**config.mk**
```make
export PLATFORM = sky130hd
export DESIGN_NAME = ext_bus_ctrl
export DESIGN_NICKNAME = d
export VERILOG_FILES = /design/src/ext_bus_pkg.sv /design/src/ext_bus_ctrl.sv
export VERILOG_INCLUDE_DIRS = /design/src
export SDC_FILE = /design/constraint.sdc
export NUM_CORES = 1
export LEC_CHECK = 0
export ABC_CLOCK_PERIOD_IN_PS = 2650
export BUFFER_PORTS_ARGS = -buffer_cell sky130_fd_sc_hd__buf_2
export CAP_MARGIN = 10
export CORE_MARGIN = 3
export CORE_UTILIZATION = 49
export CTS_CLUSTER_SIZE = 20
export DETAILED_ROUTE_END_ITERATION = 16
export GPL_ROUTABILITY_DRIVEN = 0
export PLACE_DENSITY_LB_ADDON = 0.1
export SETUP_SLACK_MARGIN = 0.2
export SYNTH_ARGS = -nofsm -noshare
export SYNTH_HDL_FRONTEND = slang
export SYNTH_SLANG_ARGS = --single-unit
```
**constraint.sdc**
```tcl
create_clock -name ref_clk_in -period 2.65 [get_ports ref_clk_in]
set_input_delay 0.53 -clock ref_clk_in [delete_from_list [all_inputs] [get_ports ref_clk_in]]
set_output_delay 0.53 -clock ref_clk_in [all_outputs]
set_load 0.05 [all_outputs]
```
**src/ext_bus_regs.svh**
```systemverilog
`ifndef EXT_BUS_REGS_SVH
`define EXT_BUS_REGS_SVH

// ********************************************
// Reset values and constants
// ********************************************
`define RESET_VECTOR      16'h0000
`define WD_PULSE_CYCLES   4'h8
`define WD_CNT_ZERO       4'h0
`define WS_CNT_ZERO       3'h0
`define WS_CNT_ONE        3'h1
`define TRACE_MODE_RESET  1'b1
`define BOOT_RESET        1'b0
`define DATA_RESET        16'h0000

`endif

```
**src/ext_bus_pkg.sv**
```systemverilog
package ext_bus_pkg;

  // ********************************************
  // Types
  // ********************************************
  typedef enum logic [1:0] {
    SPACE_PROG = 2'h0,
    SPACE_DATA = 2'h1,
    SPACE_IO   = 2'h2
  } space_t;

  typedef enum logic [3:0] {
    ST_IDLE   = 4'h1,
    ST_ACCESS = 4'h2,
    ST_WAIT   = 4'h4,
    ST_DONE   = 4'h8
  } bus_state_t;

  typedef struct packed {
    logic        write;
    space_t      space;
    logic        global_mem;
    logic [15:0] wdata;
  } bus_req_t;

  typedef struct packed {
    logic io_space_select_n;
    logic data_space_select_n;
    logic program_space_select_n;
    logic write_strobe_n;
    logic read_strobe_n;
    logic read_write;
    logic external_access_strobe_n;
    logic global_memory_request_n;
  } bus_pins_t;

endpackage

```
**src/ext_bus_ctrl.sv**
```systemverilog
`timescale 1ns/10ps
`include "ext_bus_regs.svh"
module ext_bus_ctrl
  import ext_bus_pkg::*;
#(
  parameter int WS_W = 3
) (
  input  wire logic            ref_clk_in,
  input  wire logic            nrst_in,
  input  wire logic            device_reset_n_in,
  output logic                 device_reset_n_out,
  output logic                 device_reset_n_oe_out,
  input  wire logic            watchdog_overflow_in,
  input  wire logic            power_down_in,
  input  wire logic            emulator_float_n_in,
  input  wire logic            external_interface_enable_in,
  input  wire logic            boot_source_select_in,
  input  wire logic [WS_W-1:0] wait_state_count_in,
  input  wire logic            ready_in,
  input  wire logic            req_valid_in,
  input  wire bus_req_t        req_in,
  output logic                 req_ready_out,
  output logic                 done_out,
  output logic [15:0]          rdata_out,
  output logic                 illegal_address_out,
  input  wire logic [15:0]     data_in,
  output logic [15:0]          data_out,
  output logic                 data_oe_out,
  output bus_pins_t            pins_out,
  output bus_pins_t            pins_oe_out,
  input  wire logic            trace_mode_enable_in,
  input  wire logic            trace_mode_disable_in,
  input  wire logic [15:0]     trace_data_in,
  output logic                 bus_trace_mode_out,
  output logic                 trace_bus_drive_n_out,
  output logic                 trace_bus_clock_out,
  output logic                 cpu_clock_output_out,
  input  wire logic [15:0]     pc_next_in,
  output logic [15:0]          program_counter_out,
  output logic                 exec_start_out,
  output logic                 boot_external_out
);

  // ********************************************
  // Reset pin and watchdog pulse
  // ********************************************
  logic [3:0] wd_cnt_q;
  logic       rst_active;
  logic       rst_active_q;

  always_ff @(posedge ref_clk_in or negedge nrst_in) begin
    if (!nrst_in) begin
      wd_cnt_q <= `WD_CNT_ZERO;
    end else if (watchdog_overflow_in && wd_cnt_q == `WD_CNT_ZERO) begin
      wd_cnt_q <= `WD_PULSE_CYCLES;
    end else if (wd_cnt_q != `WD_CNT_ZERO) begin
      wd_cnt_q <= wd_cnt_q - 4'h1;
    end
  end

  assign device_reset_n_out    = 1'b0;
  assign device_reset_n_oe_out = (wd_cnt_q != `WD_CNT_ZERO);
  assign rst_active = !device_reset_n_in || device_reset_n_oe_out;

  always_ff @(posedge ref_clk_in or negedge nrst_in) begin
    if (!nrst_in) begin
      rst_active_q <= 1'b1;
    end else begin
      rst_active_q <= rst_active;
    end
  end

  // ********************************************
  // Program counter and boot source
  // ********************************************
  logic [15:0] pc_q;
  logic        boot_ext_q;
  logic        exec_start_q;

  always_ff @(posedge ref_clk_in or negedge nrst_in) begin
    if (!nrst_in) begin
      pc_q <= `RESET_VECTOR;
    end else if (rst_active) begin
      pc_q <= `RESET_VECTOR;
    end else if (!rst_active_q) begin
      pc_q <= pc_next_in;
    end
  end

  always_ff @(posedge ref_clk_in or negedge nrst_in) begin
    if (!nrst_in) begin
      exec_start_q <= 1'b0;
    end else begin
      exec_start_q <= rst_active_q && !rst_active;
    end
  end

  always_ff @(posedge ref_clk_in or negedge nrst_in) begin
    if (!nrst_in) begin
      boot_ext_q <= `BOOT_RESET;
    end else if (rst_active || rst_active_q) begin
      boot_ext_q <= boot_source_select_in;
    end
  end

  assign program_counter_out = pc_q;
  assign exec_start_out      = exec_start_q;
  assign boot_external_out   = boot_ext_q;

  // ********************************************
  // Trace mode
  // ********************************************
  logic trace_q;

  always_ff @(posedge ref_clk_in or negedge nrst_in) begin
    if (!nrst_in) begin
      trace_q <= `TRACE_MODE_RESET;
    end else if (rst_active) begin
      trace_q <= `TRACE_MODE_RESET;
    end else if (trace_mode_disable_in) begin
      trace_q <= 1'b0;
    end else if (trace_mode_enable_in) begin
      trace_q <= 1'b1;
    end
  end

  assign bus_trace_mode_out   = trace_q;
  assign trace_bus_clock_out  = ref_clk_in;
  assign cpu_clock_output_out = ref_clk_in;

  // ********************************************
  // Bus cycle sequencer
  // ********************************************
  bus_state_t      state_q;
  bus_state_t      state_d;
  bus_req_t        req_q;
  bus_req_t        cur_req;
  logic [WS_W-1:0] ws_cnt_q;
  logic [WS_W-1:0] ws_cfg_q;
  logic            accept;
  logic            illegal_q;
  logic            done_q;
  logic            in_cycle;

  assign req_ready_out = (state_q == ST_IDLE) && !rst_active;
  assign accept        = req_valid_in && req_ready_out;
  assign cur_req       = accept ? req_in : req_q;

  always_comb begin
    state_d = state_q;
    unique case (state_q)
      ST_IDLE: begin
        if (accept && external_interface_enable_in) begin
          state_d = ST_ACCESS;
        end
      end
      ST_ACCESS: begin
        if (ws_cnt_q > `WS_CNT_ONE) begin
          state_d = ST_ACCESS;
        end else if (ws_cfg_q != `WS_CNT_ZERO && !ready_in) begin
          state_d = ST_WAIT;
        end else begin
          state_d = ST_DONE;
        end
      end
      ST_WAIT: begin
        if (ready_in) begin
          state_d = ST_DONE;
        end
      end
      ST_DONE: begin
        state_d = ST_IDLE;
      end
      default: begin
        state_d = ST_IDLE;
      end
    endcase
    if (rst_active) begin
      state_d = ST_IDLE;
    end
  end

  always_ff @(posedge ref_clk_in or negedge nrst_in) begin
    if (!nrst_in) begin
      state_q <= ST_IDLE;
    end else begin
      state_q <= state_d;
    end
  end

  always_ff @(posedge ref_clk_in or negedge nrst_in) begin
    if (!nrst_in) begin
      req_q    <= '0;
      ws_cfg_q <= `WS_CNT_ZERO;
    end else if (accept) begin
      req_q    <= req_in;
      ws_cfg_q <= wait_state_count_in;
    end
  end

  always_ff @(posedge ref_clk_in or negedge nrst_in) begin
    if (!nrst_in) begin
      ws_cnt_q <= `WS_CNT_ZERO;
    end else if (accept) begin
      ws_cnt_q <= wait_state_count_in;
    end else if (state_q == ST_ACCESS && ws_cnt_q != `WS_CNT_ZERO) begin
      ws_cnt_q <= ws_cnt_q - `WS_CNT_ONE;
    end
  end

  always_ff @(posedge ref_clk_in or negedge nrst_in) begin
    if (!nrst_in) begin
      illegal_q <= 1'b0;
    end else begin
      illegal_q <= accept && !external_interface_enable_in;
    end
  end

  always_ff @(posedge ref_clk_in or negedge nrst_in) begin
    if (!nrst_in) begin
      done_q <= 1'b0;
    end else begin
      done_q <= (state_d == ST_DONE) || (accept && !external_interface_enable_in);
    end
  end

  always_ff @(posedge ref_clk_in or negedge nrst_in) begin
    if (!nrst_in) begin
      rdata_out <= `DATA_RESET;
    end else if (state_d == ST_DONE && !req_q.write) begin
      rdata_out <= data_in;
    end
  end

  assign illegal_address_out = illegal_q;
  assign done_out            = done_q;
  assign in_cycle = (state_d == ST_ACCESS) || (state_d == ST_WAIT);

  // ********************************************
  // Strobe outputs
  // ********************************************
  bus_pins_t pins_q;
  bus_pins_t oe_q;
  logic      sel_float;
  logic      emu_float;

  assign emu_float = !emulator_float_n_in;
  assign sel_float = rst_active || power_down_in || emu_float;

  always_ff @(posedge ref_clk_in or negedge nrst_in) begin
    if (!nrst_in) begin
      pins_q <= '1;
    end else begin
      pins_q <= '1;
      if (in_cycle) begin
        pins_q.io_space_select_n      <= cur_req.space != SPACE_IO;
        pins_q.data_space_select_n    <= cur_req.space != SPACE_DATA;
        pins_q.program_space_select_n <= cur_req.space != SPACE_PROG;
        pins_q.write_strobe_n         <= !cur_req.write;
        pins_q.read_strobe_n          <= cur_req.write;
        pins_q.read_write             <= !cur_req.write;
        pins_q.external_access_strobe_n <= 1'b0;
        pins_q.global_memory_request_n <=
          !(cur_req.global_mem && cur_req.space == SPACE_DATA);
      end
    end
  end

  always_ff @(posedge ref_clk_in or negedge nrst_in) begin
    if (!nrst_in) begin
      oe_q <= '0;
    end else begin
      oe_q.io_space_select_n        <= !sel_float;
      oe_q.data_space_select_n      <= !sel_float;
      oe_q.program_space_select_n   <= !sel_float;
      oe_q.write_strobe_n           <= !emu_float;
      oe_q.read_strobe_n            <= !emu_float;
      oe_q.read_write               <= !emu_float && !power_down_in;
      oe_q.external_access_strobe_n <= !emu_float && !power_down_in;
      oe_q.global_memory_request_n  <= !sel_float;
    end
  end

  assign pins_out    = pins_q;
  assign pins_oe_out = oe_q;

  // ********************************************
  // Data bus drive
  // ********************************************
  logic [15:0] data_q;
  logic        data_oe_q;
  logic        drive_n_q;
  logic        wr_drive;
  logic        rd_cycle;
  logic        oe_d;

  assign wr_drive = in_cycle && cur_req.write;
  assign rd_cycle = in_cycle && !cur_req.write;
  assign oe_d     = wr_drive || (trace_q && !rd_cycle);

  always_ff @(posedge ref_clk_in or negedge nrst_in) begin
    if (!nrst_in) begin
      data_q    <= `DATA_RESET;
      data_oe_q <= 1'b0;
      drive_n_q <= 1'b1;
    end else begin
      data_oe_q <= oe_d;
      drive_n_q <= !(trace_q && oe_d);
      if (wr_drive) begin
        data_q <= cur_req.wdata;
      end else if (trace_q) begin
        data_q <= trace_data_in;
      end
    end
  end

  assign data_out              = data_q;
  assign data_oe_out           = data_oe_q;
  assign trace_bus_drive_n_out = drive_n_q;

endmodule // ext_bus_ctrl

```
==> qor.csv <==
stage;metric;value;unit
outcome;status;finished, final reports clean;
global_routing;initial antenna violation count;0;
yosys;most area-consuming cells after synthesis;dfrtp_1 52%, mux2i_1 7.9%, dfstp_2 6.7%;
drt;Max Used Layer;met4;
yosys;top_reg_cell synth;dfrtp_1;
pwr;net switching power;1.54;mW
floorplan;Die Y;99.6;um
yosys;Synth Area in Compound Gates;5.78;%
pwr;LEAKAGE;2.90;nW
sta;crit share post-route;93.6;%
sta;unrepaired setup endpoints after global routing;true;
worst_setup_path;Worst EP required;2120;ps
drt;DR DRC count;0;
finish;Area growth, synth to finish;28.0;%
pwr;Sequential Power Share;45.3;%
floorplan;Boundary Pins;159;
clock_tree;clock transition at the registers of the reported paths;100;ps
worst_setup_path;CP Capture Type;output port;
yosys;Yosys top cell by area;dfrtp_1;
yosys;adder-cell share of the synthesized area;1.46;%
drt;final wirelength;9680;um
clock_tree;TritonCTS clock tree;built;
sta;Achievable Freq;0.403;GHz
worst_setup_path;CP top delay family;simple AND/OR/NAND/NOR gates;
worst_setup_path;crit path kind;reg2out;
worst_setup_path;CP Cell Sequence;inv_1 -> ha_2 -> nand4bb_4 -> nor2_4 -> and4bb_2 -> buf_6;
placed_design;placed cell count;583;
finish;# diodes;0;
worst_setup_path;WP buf/inv;2;
finish;fin cells;607;
global_routing;largest net degree at the start of global routing;46;
floorplan;die width;99.6;um
pwr;Clock power frac;28.6;%
sta;Hold Fails Final Rpt;0;
floorplan;core area;8340;um2
yosys;XOR/XNOR Fraction of Synth Area;0.817;%
floorplan;die area;9910;um2
global_routing;vias in the first global route;3252;
global_routing;first-pass GRT wire length;15800;um
global_routing;GRT Overall Usage;20.2;%
drt;DR pass1 iterations;4;
worst_hold_path;worst min path class;in2async;
finish;post-layout util;65.8;%
yosys;Mapped Nets;425;
job;Max Cap Viol;0;
placed_design;post-DP HPWL;6930;um
yosys;post-synthesis register bit count;100;
yosys;commonest cells in the netlist;89 x dfrtp_1, 34 x mux2i_1, 26 x nor2_1;
drt;WL met2;4950;um
drt;via count;3118;
sta;crit path time final;2480;ps
pwr;Gate power share;26.1;%
yosys;register area share after synthesis;58.7;%
finish;layout cells sized above 1;50.4;%
drt;routed len/inst;15.9;um
sta;Slew @ Worst Pin;587;ps
finish;nets@finish;585;
drt;met3 WL;589;um
yosys;Mean Syn Cell Area;12.7;um2
yosys;async set or reset register ratio after synthesis;100;%
yosys;mux cell area share after synthesis;18.0;%
clock_tree;clock latency on the worst-skew pair;460;ps
sta;final setup violating endpoints;0;
placed_design;IO Port Bufs;157;
drt;drt initial violations;78;
yosys;simple logic cell fraction of the synthesized area;10.1;%
worst_setup_path;Max FO, Critical Path;4;
pwr;Max VDD drop;0.000653;V
pwr;sw frac;35.4;%
worst_setup_path;Worst path max stage delay;410;ps
sta;headroom to the max-slew limit;60.9;%
yosys;yosys warns;0;
finish;post-route cell area;5490;um2
worst_setup_path;CP Launch Type;register;
yosys;count leader, synth;dfrtp_1;
sta;Post-Route Skew;14.3;ps
floorplan;Initial Util;51.4;%
clock_tree;# hold bufs at CTS;0;
yosys;Yosys top cell area share;51.9;%
sta;Final Max Tran Viols;0;
pwr;power per cell area;790;nW/um2
drt;wire length on met1;3940;um
drt;Antenna Nets Post-Route;0;
sta;TNS Setup;0;ps
yosys;cells after synthesis;337;
drt;vias per cell;5.14;
yosys;largest family of logic cells by synthesized area;multiplexers;
placed_design;Area after DPL;5160;um2
global_routing;gr ovfl total;0;
floorplan;# rows;33;
worst_setup_path;slowest CP cell;dfrtp_1;
yosys;synthesized cell area;4290;um2
pwr;Pint;2.80;mW
yosys;Post-synth EDFFs;0;
worst_setup_path;worst path arrival time;1950;ps
yosys;Netlist cell types;48;
==> repair_timing <==
action | in CTS | in global routing
hold endpoints to repair | 0 | 0
buffers inserted | 0 | 4
pin swaps | 0 | 1
setup endpoints to repair | 17 | 37
resized for setup | 5 | 8
==> sequential cells by signal, summed over array words and instances, names as in the netlist, 3 cells and up <==
register and count:
rdata_out 16, data_out 16, pins_oe_out 3, pins_out 7, wd_cnt_q 4, program_counter_out 16, state_q 4, req_q 20
ws_cnt_q 3, ws_cfg_q 3
==> final timing paths <==
| kind | to | slack (ps) | cells past startpoint | start |
|---|---|---|---|---|
| max | req_ready_out | 170 | 6 | wd_cnt_q[0] |
| min | ws_cnt_q[0] | 70 | 1 | nrst_in |
| max reg2reg | rdata_out[0] | 310 | 6 | state_q[3] |
| min reg2reg | req_q[2] | 500 | 1 | req_q[2] |
| max in group asynchronous | pins_out[2] | 1830 | 2 | nrst_in |
| min in group ref_clk_in | pins_oe_out[3] | 180 | 1 | emulator_float_n_in |
==> layout by cell type, fill, tap and decap left out, types with 3 or more instances in the layout <==
master	instances
mux2_2	24
buf_4	13
o21ai_0	22
or3_1	3
clkbuf_8	14
nand2_1	6
mux2_4	11
mux2i_1	34
a21oi_1	3
inv_1	15
xnor2_1	4
o21ai_1	5
nor2_1	25
dfrtp_1	89
nor2b_1	3
buf_2	155
dfstp_2	11
ha_1	4
nand3_1	19
==> power groups by stage <==
stage | logic (mW) | registers [mW] | clock network [mW]
6_report | 1.13 | 1.97 | 1.24
5_1_grt | 1.25 | 2.01 | 1.33
4_1_cts | 1.09 | 1.97 | 1.28
3_5_place_dp | 1.08 | 1.99 | 0.144
3_3_place_gp | 1.04 | 1.98 | 0.144
2_1_floorplan | 0.642 | 2.09 | 0.163
==> cells by family after synthesis <==
family | Yosys count
DFF | 100
and+or+nand+nor | 78
muxes | 69
buffers and inverters | 41
AOI/OAI and AO/OA | 39
adders and majority gates | 5
xor gates and xnor gates | 4
other | 1
==> per-stage QoR <==
| step | setup slack [ps] | hold WS [ps] | total power, mW |
|---|---|---|---|
| 3_3_place_gp | 268 | 483 | 3.17 |
| 2_1_floorplan | 223 | 234 | 2.90 |
| 3_5_place_dp | 214 | 484 | 3.21 |
| 6_report | 169 | 66.2 | 4.34 |
| 4_1_cts | 31.1 | 61.5 | 4.34 |
| 5_1_grt | 83.2 | 88.8 | 4.58 |
==> area by class of cell <==
cell class / count / area (um2)
flip-flops and latches: 100 / 2520
clock inverters: 6 / 53.8
inverters: 15 / 56.3
clock buffers: 16 / 203
repair buffers: 169 / 915
well taps: 105 / 131
multi-input cells: 196 / 1620
fillers: 679 / 2850
==> layer usage <==
layer,GRT usage (%),up-vias
met5,0,-
met4,8.19,0
met3,7.08,18
met2,32.8,91
met1,24.8,1542
li1,-,1467
No activity file was read; power rests on OpenSTA's default activity.
